### src/cbs_cfg.svh
// Offsets, field positions and reset values of the branch/sysctl slice.
// Included by the design files; definitions only.
`ifndef CBS_CFG_SVH
`define CBS_CFG_SVH
`define CBS_ADR_INSN  8'h00
`define CBS_ADR_EXT   8'h04
`define CBS_ADR_GO    8'h08
`define CBS_ADR_STAT  8'h0C
`define CBS_ADR_PC    8'h10
`define CBS_ADR_CCR   8'h14
`define CBS_ADR_GPR   3'h1
`define CBS_OP_HI     15
`define CBS_OP_LO     12
`define CBS_SUB_HI    11
`define CBS_SUB_LO    8
`define CBS_ESZ_HI    9
`define CBS_ESZ_LO    8
`define CBS_AREG_HI   6
`define CBS_AREG_LO   4
`define CBS_DREG_HI   2
`define CBS_DREG_LO   0
`define CBS_DREG_HB   3
`define CBS_IMM_HI    7
`define CBS_IMM_LO    0
`define CBS_SUB_IMM   4'h0
`define CBS_SUB_REG   4'h1
`define CBS_SUB_MEM   4'h2
`define CBS_CCR_C     0
`define CBS_CCR_V     1
`define CBS_CCR_Z     2
`define CBS_CCR_N     3
`define CBS_ST_BUSY   0
`define CBS_ST_TAKEN  1
`define CBS_ST_ILL    2
`define CBS_ST_SLEEP  3
`define CBS_PC_RST    24'h000000
`define CBS_CCR_RST   8'h00
`define CBS_INSN_RST  16'h0000
`define CBS_WORD_LEN  24'h000002
`define CBS_LONG_LEN  24'h000004
`define CBS_REG_CNT   3'h4
`define CBS_STEP_FLD  3'h4
`define CBS_STEP_END  3'h5
`endif

### src/cbs_pkg.sv
// Types shared by the branch/sysctl slice: states, opcodes, conditions.
// Used with cbs_cfg.svh.
package cbs_pkg;
  typedef enum logic [7:0] {
    ST_IDLE  = 8'h01,
    ST_LOADR = 8'h02,
    ST_EXEC  = 8'h04,
    ST_MEM   = 8'h08,
    ST_CP_RD = 8'h10,
    ST_CP_WR = 8'h20,
    ST_WB    = 8'h40,
    ST_SLEEP = 8'h80
  } cbs_state_t;
  typedef enum logic [3:0] {
    OP_NOP = 4'h0, OP_BCC = 4'h1, OP_JMP = 4'h2, OP_BSR = 4'h3,
    OP_JSR = 4'h4, OP_RTS = 4'h5, OP_RTE = 4'h6, OP_SLP = 4'h7,
    OP_LDC = 4'h8, OP_STC = 4'h9, OP_AND = 4'hA, OP_OR  = 4'hB,
    OP_XOR = 4'hC, OP_CPY = 4'hD, OP_RSE = 4'hE, OP_RSF = 4'hF
  } cbs_op_t;
  typedef enum logic [3:0] {
    CC_ALW = 4'h0, CC_NEV = 4'h1, CC_HI = 4'h2, CC_LS = 4'h3,
    CC_CC  = 4'h4, CC_CS  = 4'h5, CC_NE = 4'h6, CC_EQ = 4'h7,
    CC_VC  = 4'h8, CC_VS  = 4'h9, CC_PL = 4'hA, CC_MI = 4'hB,
    CC_GE  = 4'hC, CC_LT  = 4'hD, CC_GT = 4'hE, CC_LE = 4'hF
  } cbs_cond_t;
  typedef enum logic [1:0] {
    SZ_BYTE = 2'h0, SZ_WORD = 2'h1, SZ_LONG = 2'h2
  } cbs_size_t;
endpackage

### src/cbs_ctrl_core.sv
// Branch, system-control and block-copy execution slice with a
// Wishbone register slave and a simple memory master port.
// Holds each memory request steady until memory answers with ack.
//
// Overview of operation
// - Conditional branch jumps only when condition true
// - Sixteen conditions over carry, zero, overflow, negative
// - Condition comes from the condition field
// - Subroutine return resumes at saved address
// - Exception return restores flags and program flow
// - Sleep enters power-down until woken
// - Load flags from operand; memory read is word
// - Store flags; memory write is word sized
// - Flags AND, OR, XOR with immediate byte
// - No-operation only adds two to PC
// - Byte-count copy loops; zero count does nothing
// - Word-count copy uses sixteen-bit count
// - After copy, five write-back cycles precede the next instruction
// - Instructions are built of two-byte words
// - Operation field is top four bits
// - Register fields: address 3 bits, data 3/4
// - Extension 8/16/32; 24-bit has zero top byte
//
// Decided for this implementation: the Wishbone slave port and the address map.
`timescale 1ns/100ps
`default_nettype none
`include "cbs_cfg.svh"
module cbs_ctrl_core
  import cbs_pkg::*;
(
  input  wire logic        clk_i,       // System clock, 25 MHz
  input  wire logic        rst_i,       // Sync reset, active high
  input  wire logic        wb_cyc_i,    // Wishbone cycle
  input  wire logic        wb_stb_i,    // Wishbone strobe
  input  wire logic        wb_we_i,     // Wishbone write
  input  wire logic [7:0]  wb_adr_i,    // Wishbone byte address
  input  wire logic [3:0]  wb_sel_i,    // Wishbone byte enables
  input  wire logic [31:0] wb_dat_i,    // Wishbone write data
  output logic      [31:0] wb_dat_o,    // Wishbone read data
  output logic             wb_ack_o,    // Wishbone acknowledge
  output logic             mem_req_o,   // Memory request
  output logic             mem_we_o,    // Memory write
  output logic      [1:0]  mem_size_o,  // Byte, word or long
  output logic      [23:0] mem_addr_o,  // Memory address
  output logic      [31:0] mem_wdata_o, // Memory write data
  input  wire logic [31:0] mem_rdata_i, // Memory read data
  input  wire logic        mem_ack_i,   // Memory answer
  input  wire logic        wake_i,      // Leave power-down
  output logic             sleep_o      // In power-down
);
  cbs_state_t  state, next_state;
  cbs_size_t   msize, next_msize;
  logic [15:0] insn, next_insn;
  logic [31:0] ext, next_ext;
  logic [23:0] pc, next_pc;
  logic [7:0]  condition_code_reg, next_ccr;
  logic [31:0] cnt, next_cnt;
  logic [31:0] src, next_src;
  logic [31:0] dst, next_dst;
  logic [31:0] sp, next_sp;
  logic [31:0] fld, next_fld;
  logic [2:0]  step, next_step;
  logic        mph, next_mph;
  logic        fwr, next_fwr;
  logic        taken, next_taken;
  logic        illegal, next_illegal;
  logic [23:0] maddr, next_maddr;
  logic [31:0] mwdata, next_mwdata;
  logic        mwe, next_mwe;
  logic        wb_ph, next_wb_ph;
  logic        ack, next_ack;
  logic [31:0] dat, next_dat;

  cbs_op_t     op;
  logic [3:0]  sub;
  logic [31:0] ea;
  logic [23:0] ilen;
  logic [23:0] disp;
  logic [15:0] left;
  logic [2:0]  fld_sel;
  logic [7:0]  fbyte;
  logic        cond_true;
  logic        idle;
  logic        commit;
  logic [31:0] wmask;
  logic        rf_we;
  logic [2:0]  rf_waddr;
  logic [31:0] rf_wdata;
  logic [2:0]  rf_raddr;
  logic [31:0] rf_rdata;

  assign op   = cbs_op_t'(insn[`CBS_OP_HI:`CBS_OP_LO]);
  assign sub  = insn[`CBS_SUB_HI:`CBS_SUB_LO];
  assign disp = {{16{insn[`CBS_IMM_HI]}}, insn[`CBS_IMM_HI:`CBS_IMM_LO]};
  assign idle = (state == ST_IDLE);
  assign commit = ack & wb_cyc_i & wb_stb_i & wb_we_i;
  assign wmask = {{8{wb_sel_i[3]}}, {8{wb_sel_i[2]}},
                  {8{wb_sel_i[1]}}, {8{wb_sel_i[0]}}};
  // Count width picked by the second operation field
  assign left = sub[0] ? cnt[15:0] : {8'h00, cnt[7:0]};
  assign fld_sel = (sub == `CBS_SUB_MEM)
                 ? insn[`CBS_AREG_HI:`CBS_AREG_LO]
                 : insn[`CBS_DREG_HI:`CBS_DREG_LO];
  assign fbyte = insn[`CBS_DREG_HB] ? fld[15:8] : fld[7:0];

  // Extension size code; a 24-bit value rides in 32 with top byte zero
  always_comb
  begin
    unique case (insn[`CBS_ESZ_HI:`CBS_ESZ_LO])
      2'h0: ea = {24'h000000, insn[`CBS_IMM_HI:`CBS_IMM_LO]};
      2'h1: ea = {16'h0000, ext[15:0]};
      2'h2: ea = {8'h00, ext[23:0]};
      2'h3: ea = ext;
    endcase
    // Whole words only: insn word plus 0, 1 or 2 extension words
    ilen = `CBS_WORD_LEN;
    if ((op == OP_JMP || op == OP_JSR) &&
        insn[`CBS_ESZ_HI:`CBS_ESZ_LO] != 2'h0)
      ilen = (insn[`CBS_ESZ_HI:`CBS_ESZ_LO] == 2'h1)
           ? `CBS_WORD_LEN + `CBS_WORD_LEN
           : `CBS_WORD_LEN + `CBS_LONG_LEN;
  end

  cbs_cond_eval u_cond (
    .cond_i  (sub),
    .ccr_i   (condition_code_reg),
    .taken_o (cond_true)
  );

  // Shared ports: Wishbone owns the file only while the core is idle
  always_comb
  begin
    rf_raddr = idle ? wb_adr_i[4:2]
             : (step < `CBS_STEP_FLD) ? `CBS_REG_CNT + step : fld_sel;
    rf_we    = idle ? (commit && wb_adr_i[7:5] == `CBS_ADR_GPR)
             : (state == ST_WB && (step < `CBS_STEP_FLD || fwr));
    rf_waddr = idle ? wb_adr_i[4:2]
             : (step < `CBS_STEP_FLD) ? `CBS_REG_CNT + step : fld_sel;
    unique case (step)
      3'h0:    rf_wdata = cnt;
      3'h1:    rf_wdata = src;
      3'h2:    rf_wdata = dst;
      3'h3:    rf_wdata = sp;
      default: rf_wdata = fld;
    endcase
    if (idle)
      rf_wdata = (rf_rdata & ~wmask) | (wb_dat_i & wmask);
  end

  cbs_regfile u_rf (
    .clk_i   (clk_i),
    .rst_i   (rst_i),
    .we_i    (rf_we),
    .waddr_i (rf_waddr),
    .wdata_i (rf_wdata),
    .raddr_i (rf_raddr),
    .rdata_o (rf_rdata)
  );

  always_comb
  begin
    next_state = state;   next_insn = insn;     next_ext = ext;
    next_pc = pc;         next_ccr = condition_code_reg;       next_cnt = cnt;
    next_src = src;       next_dst = dst;       next_sp = sp;
    next_fld = fld;       next_step = step;     next_mph = mph;
    next_fwr = fwr;       next_taken = taken;
    next_illegal = illegal;
    next_maddr = maddr;   next_mwdata = mwdata; next_mwe = mwe;
    next_msize = msize;
    unique case (state)
      ST_IDLE:
      begin
        if (commit)
        begin
          if (wb_adr_i == `CBS_ADR_INSN)
            next_insn = (insn & ~wmask[15:0])
                      | (wb_dat_i[15:0] & wmask[15:0]);
          if (wb_adr_i == `CBS_ADR_EXT)
            next_ext = (ext & ~wmask) | (wb_dat_i & wmask);
          if (wb_adr_i == `CBS_ADR_PC)
            next_pc = (pc & ~wmask[23:0]) | (wb_dat_i[23:0] & wmask[23:0]);
          if (wb_adr_i == `CBS_ADR_CCR && wb_sel_i[0])
            next_ccr = wb_dat_i[7:0];
          if (wb_adr_i == `CBS_ADR_GO && wb_sel_i[0] && wb_dat_i[0])
          begin
            next_state = ST_LOADR;
            next_step = 3'h0;
            next_taken = 1'b0;
            next_illegal = 1'b0;
            next_fwr = 1'b0;
          end
        end
      end
      ST_LOADR:
      begin
        // Read data lags the index by one cycle
        unique case (step)
          3'h1:    next_cnt = rf_rdata;
          3'h2:    next_src = rf_rdata;
          3'h3:    next_dst = rf_rdata;
          3'h4:    next_sp = rf_rdata;
          3'h5:    next_fld = rf_rdata;
          default: next_cnt = cnt;
        endcase
        next_step = step + 3'h1;
        if (step == `CBS_STEP_END)
          next_state = ST_EXEC;
      end
      ST_EXEC:
      begin
        next_pc = pc + ilen;
        next_state = ST_IDLE;
        next_step = 3'h0;
        next_mph = 1'b0;
        unique case (op)
          OP_NOP: next_pc = pc + `CBS_WORD_LEN;
          OP_BCC:
          begin
            next_taken = cond_true;
            if (cond_true)
              next_pc = pc + `CBS_WORD_LEN + disp;
          end
          OP_JMP: next_pc = ea[23:0];
          OP_BSR, OP_JSR:
          begin
            // Return address is the next instruction's
            next_sp = sp - 32'(`CBS_LONG_LEN);
            next_maddr = 24'(sp - 32'(`CBS_LONG_LEN));
            next_mwdata = {8'h00, pc + ilen};
            next_mwe = 1'b1;
            next_msize = SZ_LONG;
            next_pc = (op == OP_BSR) ? pc + `CBS_WORD_LEN + disp
                                     : ea[23:0];
            next_state = ST_MEM;
          end
          OP_RTS, OP_RTE:
          begin
            next_maddr = sp[23:0];
            next_mwe = 1'b0;
            next_msize = (op == OP_RTE) ? SZ_WORD : SZ_LONG;
            next_state = ST_MEM;
          end
          OP_SLP: next_state = ST_SLEEP;
          OP_LDC, OP_STC:
          begin
            if (sub == `CBS_SUB_IMM && op == OP_LDC)
              next_ccr = insn[`CBS_IMM_HI:`CBS_IMM_LO];
            else if (sub == `CBS_SUB_REG && op == OP_LDC)
              next_ccr = fbyte;
            else if (sub == `CBS_SUB_REG)
            begin
              next_fld = insn[`CBS_DREG_HB] ? {fld[31:16], condition_code_reg, fld[7:0]}
                                            : {fld[31:8], condition_code_reg};
              next_fwr = 1'b1;
              next_state = ST_WB;
            end
            else if (sub == `CBS_SUB_MEM)
            begin
              // Flags sit in the high byte of the word
              next_maddr = fld[23:0];
              next_mwe = (op == OP_STC);
              next_mwdata = {16'h0000, condition_code_reg, 8'h00};
              next_msize = SZ_WORD;
              next_state = ST_MEM;
            end
            else
              next_illegal = 1'b1;
          end
          OP_AND: next_ccr = condition_code_reg & insn[`CBS_IMM_HI:`CBS_IMM_LO];
          OP_OR:  next_ccr = condition_code_reg | insn[`CBS_IMM_HI:`CBS_IMM_LO];
          OP_XOR: next_ccr = condition_code_reg ^ insn[`CBS_IMM_HI:`CBS_IMM_LO];
          OP_CPY:
          begin
            if (sub[3:1] != 3'h0)
              next_illegal = 1'b1;
            else if (left != 16'h0000)
            begin
              next_maddr = src[23:0];
              next_mwe = 1'b0;
              next_msize = SZ_BYTE;
              next_state = ST_CP_RD;
            end
          end
          default: next_illegal = 1'b1;
        endcase
      end
      ST_MEM:
      begin
        if (mem_ack_i)
        begin
          next_state = ST_WB;
          if (op == OP_RTS)
          begin
            next_pc = mem_rdata_i[23:0];
            next_sp = sp + 32'(`CBS_LONG_LEN);
          end
          else if (op == OP_RTE && !mph)
          begin
            // Flags word first, then the saved program counter
            next_ccr = mem_rdata_i[15:8];
            next_sp = sp + 32'(`CBS_WORD_LEN);
            next_maddr = 24'(sp + 32'(`CBS_WORD_LEN));
            next_msize = SZ_LONG;
            next_mph = 1'b1;
            next_state = ST_MEM;
          end
          else if (op == OP_RTE)
          begin
            next_pc = mem_rdata_i[23:0];
            next_sp = sp + 32'(`CBS_LONG_LEN);
          end
          else if (op == OP_LDC)
            next_ccr = mem_rdata_i[15:8];
        end
      end
      ST_CP_RD:
      begin
        if (mem_ack_i)
        begin
          next_maddr = dst[23:0];
          next_mwdata = {24'h000000, mem_rdata_i[7:0]};
          next_mwe = 1'b1;
          next_state = ST_CP_WR;
        end
      end
      ST_CP_WR:
      begin
        if (mem_ack_i)
        begin
          // Post-increment both pointers, count down
          next_src = src + 32'h00000001;
          next_dst = dst + 32'h00000001;
          if (sub[0])
            next_cnt = {cnt[31:16], left - 16'h0001};
          else
            next_cnt = {cnt[31:8], cnt[7:0] - 8'h01};
          next_maddr = 24'(src + 32'h00000001);
          next_mwe = 1'b0;
          next_state = (left == 16'h0001) ? ST_WB : ST_CP_RD;
        end
      end
      ST_WB:
      begin
        next_step = step + 3'h1;
        if (step == `CBS_STEP_FLD)
          next_state = ST_IDLE;
      end
      ST_SLEEP:
      begin
        if (wake_i)
          next_state = ST_IDLE;
      end
    endcase
  end

  always_ff @(posedge clk_i)
  begin
    if (rst_i)
    begin
      state <= ST_IDLE;     insn <= `CBS_INSN_RST;  ext <= 32'h00000000;
      pc <= `CBS_PC_RST;    condition_code_reg <= `CBS_CCR_RST;    cnt <= 32'h00000000;
      src <= 32'h00000000;  dst <= 32'h00000000;    sp <= 32'h00000000;
      fld <= 32'h00000000;  step <= 3'h0;           mph <= 1'b0;
      fwr <= 1'b0;          taken <= 1'b0;
      illegal <= 1'b0;      maddr <= 24'h000000;    mwdata <= 32'h00000000;
      mwe <= 1'b0;          msize <= SZ_BYTE;
    end
    else
    begin
      state <= next_state;  insn <= next_insn;      ext <= next_ext;
      pc <= next_pc;        condition_code_reg <= next_ccr;        cnt <= next_cnt;
      src <= next_src;      dst <= next_dst;        sp <= next_sp;
      fld <= next_fld;      step <= next_step;      mph <= next_mph;
      fwr <= next_fwr;      taken <= next_taken;
      illegal <= next_illegal;
      maddr <= next_maddr;  mwdata <= next_mwdata;  mwe <= next_mwe;
      msize <= next_msize;
    end
  end

  // Two-cycle answer gives the register file its read latency
  always_comb
  begin
    next_wb_ph = 1'b0;
    next_ack = 1'b0;
    next_dat = dat;
    if (wb_cyc_i && wb_stb_i && !wb_ph && !ack)
      next_wb_ph = 1'b1;
    if (wb_ph)
    begin
      next_ack = 1'b1;
      unique case (wb_adr_i)
        `CBS_ADR_INSN: next_dat = {16'h0000, insn};
        `CBS_ADR_EXT:  next_dat = ext;
        `CBS_ADR_STAT: next_dat = {28'h0000000, sleep_o, illegal,
                                   taken, !idle};
        `CBS_ADR_PC:   next_dat = {8'h00, pc};
        `CBS_ADR_CCR:  next_dat = {24'h000000, condition_code_reg};
        default:
          next_dat = (wb_adr_i[7:5] == `CBS_ADR_GPR && idle)
                   ? rf_rdata : 32'h00000000;
      endcase
    end
  end

  always_ff @(posedge clk_i)
  begin
    if (rst_i)
    begin
      wb_ph <= 1'b0;
      ack <= 1'b0;
      dat <= 32'h00000000;
    end
    else
    begin
      wb_ph <= next_wb_ph;
      ack <= next_ack;
      dat <= next_dat;
    end
  end

  assign wb_ack_o    = ack;
  assign wb_dat_o    = dat;
  assign mem_req_o   = (state == ST_MEM) || (state == ST_CP_RD) ||
                       (state == ST_CP_WR);
  assign mem_we_o    = mwe;
  assign mem_size_o  = msize;
  assign mem_addr_o  = maddr;
  assign mem_wdata_o = mwdata;
  assign sleep_o     = (state == ST_SLEEP);
endmodule
`default_nettype wire

### src/cbs_cond_eval.sv
// Branch condition evaluator: condition field against the flags.
// Purely combinational; fed from the core's condition code register.
`timescale 1ns/100ps
`default_nettype none
`include "cbs_cfg.svh"
module cbs_cond_eval
  import cbs_pkg::*;
(
  input  wire logic [3:0] cond_i,   // Condition field
  input  wire logic [7:0] ccr_i,    // Condition code register
  output logic            taken_o   // Condition true
);
  logic c;
  logic v;
  logic z;
  logic n;
  always_comb
  begin
    c = ccr_i[`CBS_CCR_C];
    v = ccr_i[`CBS_CCR_V];
    z = ccr_i[`CBS_CCR_Z];
    n = ccr_i[`CBS_CCR_N];
    unique case (cbs_cond_t'(cond_i))
      CC_ALW: taken_o = 1'b1;
      CC_NEV: taken_o = 1'b0;
      CC_HI:  taken_o = ~(c | z);
      CC_LS:  taken_o = c | z;
      CC_CC:  taken_o = ~c;
      CC_CS:  taken_o = c;
      CC_NE:  taken_o = ~z;
      CC_EQ:  taken_o = z;
      CC_VC:  taken_o = ~v;
      CC_VS:  taken_o = v;
      CC_PL:  taken_o = ~n;
      CC_MI:  taken_o = n;
      CC_GE:  taken_o = ~(n ^ v);
      CC_LT:  taken_o = n ^ v;
      CC_GT:  taken_o = ~(z | (n ^ v));
      CC_LE:  taken_o = z | (n ^ v);
    endcase
  end
endmodule
`default_nettype wire

### src/cbs_regfile.sv
// Eight 32-bit general registers, one write port, registered read port.
// Read data appears the cycle after the address.
`timescale 1ns/100ps
`default_nettype none
module cbs_regfile
(
  input  wire logic        clk_i,    // System clock
  input  wire logic        rst_i,    // Sync reset, active high
  input  wire logic        we_i,     // Write strobe
  input  wire logic [2:0]  waddr_i,  // Write index
  input  wire logic [31:0] wdata_i,  // Write data
  input  wire logic [2:0]  raddr_i,  // Read index
  output logic      [31:0] rdata_o   // Read data, registered
);
  logic [31:0] gpr [8];
  for (genvar i = 0; i < 8; i++)
  begin : g_ent
    always_ff @(posedge clk_i)
    begin
      if (rst_i)
        gpr[i] <= 32'h00000000;
      else if (we_i && waddr_i == 3'(i))
        gpr[i] <= wdata_i;
    end
  end
  always_ff @(posedge clk_i)
  begin
    if (rst_i)
      rdata_o <= 32'h00000000;
    else
      rdata_o <= gpr[raddr_i];
  end
endmodule
`default_nettype wire

### config.mk
export PLATFORM = sky130hd
export DESIGN_NAME = cbs_ctrl_core
export DESIGN_NICKNAME = d
export VERILOG_FILES = /design/src/cbs_pkg.sv /design/src/cbs_ctrl_core.sv /design/src/cbs_cond_eval.sv /design/src/cbs_regfile.sv
export VERILOG_INCLUDE_DIRS = /design/src /design/src/src
export SDC_FILE = /design/constraint.sdc
export NUM_CORES = 2
export LEC_CHECK = 0
export ABC_AREA = 0
export BUFFER_PORTS_ARGS = -buffer_cell sky130_fd_sc_hd__buf_2
export CORE_ASPECT_RATIO = 0.8
export CORE_MARGIN = 1.5
export CORE_UTILIZATION = 30
export DETAILED_ROUTE_END_ITERATION = 7
export SYNTH_ARGS = -nofsm -noshare
export SYNTH_HDL_FRONTEND = slang
export SYNTH_HIERARCHICAL = 1
export SYNTH_SLANG_ARGS = --single-unit
export TNS_END_PERCENT = 100
### constraint.sdc
create_clock -name clk_i -period 9.3 [get_ports clk_i]
set_input_delay 0.93 -clock clk_i [delete_from_list [all_inputs] [get_ports clk_i]]
set_output_delay 0.93 -clock clk_i [all_outputs]
set_load 0.03 [all_outputs]
==> report_table.html <==
<table>
<tr><th>Metric</th><th>Value</th></tr>
<tr><th colspan="2">Status</th></tr>
<tr><td>Run status</td><td>finished, violations left</td></tr>
<tr><td>Failing checks</td><td>DRC, capacitance limit, slew limit</td></tr>
<tr><th colspan="2">Clock network</th></tr>
<tr><td>Number of gates resized after cts</td><td>0</td></tr>
<tr><td>Number of buffers created by CTS</td><td>70</td></tr>
<tr><td>Clk root buf</td><td>clkbuf_16</td></tr>
<tr><td>Hold buffer count at CTS</td><td>0</td></tr>
<tr><td>Number of buffers added for setup after CTS</td><td>0</td></tr>
<tr><td>Clock latency on the worst-skew pair</td><td>slightly below 0.7 ns</td></tr>
<tr><td>Clk pin slew, worst setup/hold paths</td><td>about 0.060 ns</td></tr>
<tr><td>TritonCTS clock tree</td><td>yes</td></tr>
<tr><td>H-Tree Level Count</td><td>3</td></tr>
<tr><td>Longest Clk Path Bufs</td><td>3</td></tr>
<tr><td>Number of clock sinks</td><td>628</td></tr>
<tr><th colspan="2">Setup path</th></tr>
<tr><td>Critical path startpoint category</td><td>flip-flop</td></tr>
<tr><td>Setup slack on the worst flop-to-flop path</td><td>between 3 and 4 ns</td></tr>
<tr><td>Worst-path fanout max</td><td>25</td></tr>
<tr><td>Category of the critical setup timing path</td><td>flip-flop to flip-flop</td></tr>
<tr><td>Worst Setup End Kind</td><td>flip-flop</td></tr>
<tr><td>Worst r2r path cells</td><td>14</td></tr>
<tr><td>Data arrival time of the critical path</td><td>just over 6 ns</td></tr>
<tr><td>Req. time, crit path</td><td>9.85 ns</td></tr>
<tr><th colspan="2">STA</th></tr>
<tr><td>Final critical delay including setup and external delays</td><td>5.58 ns</td></tr>
<tr><td>Setup TNS</td><td>0 ns</td></tr>
<tr><td>Largest clock skew in the final design</td><td>0.0394 ns</td></tr>
<tr><td>Maximum operating frequency</td><td>0.179 GHz</td></tr>
<tr><td>Final hold slack</td><td>between 0.4 and 0.5 ns</td></tr>
<tr><td>Actual transition at the worst max-transition pin</td><td>1.57 ns</td></tr>
<tr><td>Crit share post-route</td><td>between 60% and 70%</td></tr>
<tr><td>RSZ-0062 raised after global routing</td><td>false</td></tr>
<tr><td>Post-route setup slack</td><td>3.72 ns</td></tr>
<tr><td>Hold Fails Final Rpt</td><td>0</td></tr>
<tr><td>Final setup vio count</td><td>0</td></tr>
<tr><td>Slew HR</td><td>-5.79%</td></tr>
<tr><td>Max-slew violation total from the final report</td><td>2</td></tr>
<tr><th colspan="2">Cells and area</th></tr>
<tr><td>Finished Layout Cells</td><td>5786</td></tr>
<tr><td>Relative area change from synthesis to final layout</td><td>12.6%</td></tr>
<tr><td>Non-Filler Cell Area, Final</td><td>41600 sq um</td></tr>
<tr><td>Area occupied by multi-input gates</td><td>20300 sq um</td></tr>
<tr><td>Count of filler cells inserted in the layout</td><td>approximately 13000</td></tr>
<tr><td>Sequential cell area in the final layout</td><td>15100 sq um</td></tr>
<tr><td>Final Net Count</td><td>4233</td></tr>
<tr><td>Fraction of layout cells with a size suffix above 1</td><td>approximately 12%</td></tr>
<tr><th colspan="2">Worst hold path</th></tr>
<tr><td>HP Class</td><td>flip-flop to flip-flop</td></tr>
<tr><td>Source of the worst hold timing path</td><td>mem_wdata_o[11]$_SDFFE_PP0P_</td></tr>
<tr><td>Worst-case hold path end point</td><td>mem_wdata_o[11]$_SDFFE_PP0P_</td></tr>
<tr><td>Hold-critical path depth</td><td>2</td></tr>
<tr><th colspan="2">Floorplanning</th></tr>
<tr><td>Area of the placeable core</td><td>123000 sq um</td></tr>
<tr><td>Row Count</td><td>115</td></tr>
<tr><td>Die area</td><td>about 130000 sq um</td></tr>
<tr><td>Die span in x</td><td>slightly below 400 um</td></tr>
<tr><td>Chip height</td><td>317 um</td></tr>
<tr><td>Initial core utilization</td><td>just over 30%</td></tr>
<tr><td>Count of boundary I/O pins</td><td>177</td></tr>
<tr><th colspan="2">Drt</th></tr>
<tr><td>Remaining routing DRC violations</td><td>2</td></tr>
<tr><td>Count of nets left with antenna violations after detail routing</td><td>0</td></tr>
<tr><td>DR pass1 iterations</td><td>8</td></tr>
<tr><td>Drt first-iter violations</td><td>5516</td></tr>
<tr><td>Vias post-DR</td><td>35500</td></tr>
<tr><td>Via density per instance</td><td>about 6</td></tr>
<tr><td>Detailed Route WL</td><td>159000 um</td></tr>
<tr><td>DR WL/cell</td><td>between 20 and 30 um</td></tr>
<tr><th colspan="2">GRT</th></tr>
<tr><td>Pin count of the biggest net entering global routing</td><td>161</td></tr>
<tr><td>Number of antenna violations at the first check in global routing</td><td>16</td></tr>
<tr><td>Sum of overflow across all layers after global routing</td><td>0</td></tr>
<tr><td>Wire length of the first global-routing pass</td><td>around 230000 um</td></tr>
<tr><td>Overall routing resource usage</td><td>24.3%</td></tr>
<tr><td>Number of global-route vias before repair</td><td>31600</td></tr>
<tr><th colspan="2">Placed design</th></tr>
<tr><td>Quantity of I/O buffers inserted on ports</td><td>160</td></tr>
<tr><td>Dpl hpwl</td><td>approximately 110000 um</td></tr>
<tr><td>Post-place setup slack</td><td>~3.9 ns</td></tr>
<tr><td>Placement-stage cell area</td><td>39200 sq um</td></tr>
<tr><td>Number of instances in the placed design</td><td>5652</td></tr>
<tr><td>Routability congestion estimate</td><td>0.998</td></tr>
<tr><th colspan="2">Synthesis</th></tr>
<tr><td>Top cells by instance count after synthesis</td><td>nand2_1 (421), dfxtp_1 (372), nor2_1 (336)</td></tr>
<tr><td>Main flop type after synthesis</td><td>dfxtp_1</td></tr>
<tr><td>Cell type contributing the most total cell area after synthesis</td><td>edfxtp_1</td></tr>
<tr><td>Warning count from the yosys run</td><td>6</td></tr>
<tr><td>Leading cell types by total area after synthesis</td><td>edfxtp_1 (21%), dfxtp_1 (20%), and2_1 (4.7%)</td></tr>
<tr><td>Synthesized flop and latch total</td><td>628</td></tr>
<tr><td>Fraction of registers with async set/reset</td><td>0%</td></tr>
<tr><td>Cells after Synth</td><td>4132</td></tr>
<tr><td>Most common cell in the synthesized netlist</td><td>nand2_1</td></tr>
<tr><td>Count of cell types in the netlist</td><td>98</td></tr>
<tr><td>Summed instance area of the synthesized netlist</td><td>between 30000 and 40000 sq um</td></tr>
<tr><td>Area share of the leading cell type in the synthesized netlist</td><td>20.8%</td></tr>
<tr><td>EDFF count, synth</td><td>256</td></tr>
<tr><td>Sequential-to-total area share from yosys stat</td><td>40.9%</td></tr>
<tr><td>Average footprint of a synthesized cell</td><td>around 9.0 sq um</td></tr>
<tr><th colspan="2">Job</th></tr>
<tr><td>Maxcap violations</td><td>1</td></tr>
<tr><th colspan="2">Power</th></tr>
<tr><td>Power density over the cells</td><td>177 nW/um^2</td></tr>
<tr><td>P_leak</td><td>14.4 nW</td></tr>
<tr><td>Max VDD drop</td><td>between 100 and 150 uV</td></tr>
</table>
==> layer usage <==
layer	global-route usage (%)	part of all wire, %	wire, um
met5	0.298	0.12	184
met4	8.46	3.9	6190
met3	9.80	15	23400
met2	32.7	39	62300
met1	34.6	42	67000
==> power breakdown <==
part	total [mW]	leakage, nW	internal, mW	switching, mW
Combinational	1.20	7.57	0.404	0.801
Sequential	3.20	5.65	2.95	0.246
Clock	2.98	1.17	1.70	1.28
Total	7.38	14.4	5.05	2.32
==> metrics by stage <==
stage / total power [mW] / util (%)
final: 7.38 / 34.0
after global routing: 7.58 / 33.9
after CTS: 7.38 / 33.9
after detailed placement: 4.43 / 32.0
after global placement: 4.42 / 32.0
after floorplan: 3.87 / -
==> worst max-delay path, stage by stage, from the launching register on <==
cell,delay (ns)
dfxtp_1,0.32
buf_4,0.28
nor2b_1,0.17
buf_4,0.21
o21ai_1,0.25
nor2_1,0.89
inv_1,0.16
fa_1,0.48
nand3b_1,0.40
nor4_2,0.73
nand3_1,0.18
xnor2_1,0.63
a211oi_1,0.21
o211a_1,0.16
a2111oi_0,0.36
==> how the worst max path moves through the flow <==
stage	slack, ns	to	from
floorplan	4.10	u_rf/gpr[2][0]$_SDFFCE_PN0P_	state[2]$_SDFFE_PP0P_
global placement	4.04	flip-flop	flip-flop
detailed placement	3.95	flip-flop	flip-flop
CTS	3.94	flip-flop	flip-flop
global route	3.43	flip-flop	flip-flop
finish	3.72	flip-flop	flip-flop
==> cell families after synthesis <==
| logic type | share of synthesized area [%] |
|---|---|
| xor+xnor | 2.76 |
| other cells | 0.0101 |
| buf+inv | 4.82 |
| simple gates | 20.5 |
| fa+ha+maj | 2.21 |
| mux | 6.73 |
| compound gates | 22.1 |
| flops | 40.9 |
==> final cells by class <==
class	count	area share, %
antenna	5	0.0301
clock buffer	93	4.68
clock inverter	36	1.13
inverter	63	0.568
multi-input combinational	3077	48.8
sequential	628	36.4
tap	1638	4.92
timing repair buffer	246	3.53
==> cells in the final DEF (no fill, tap or decap), types with 103 or more instances in the layout <==
cell and instances:
nor2_1 329, and2_1 278, a21oi_1 285, nand3_1 140
buf_2 159, a22oi_1 167, o21ai_0 228, dfxtp_1 371
nand2_1 421, mux2i_1 103, edfxtp_1 256
Note: power is estimated with default switching activity, not from simulation.
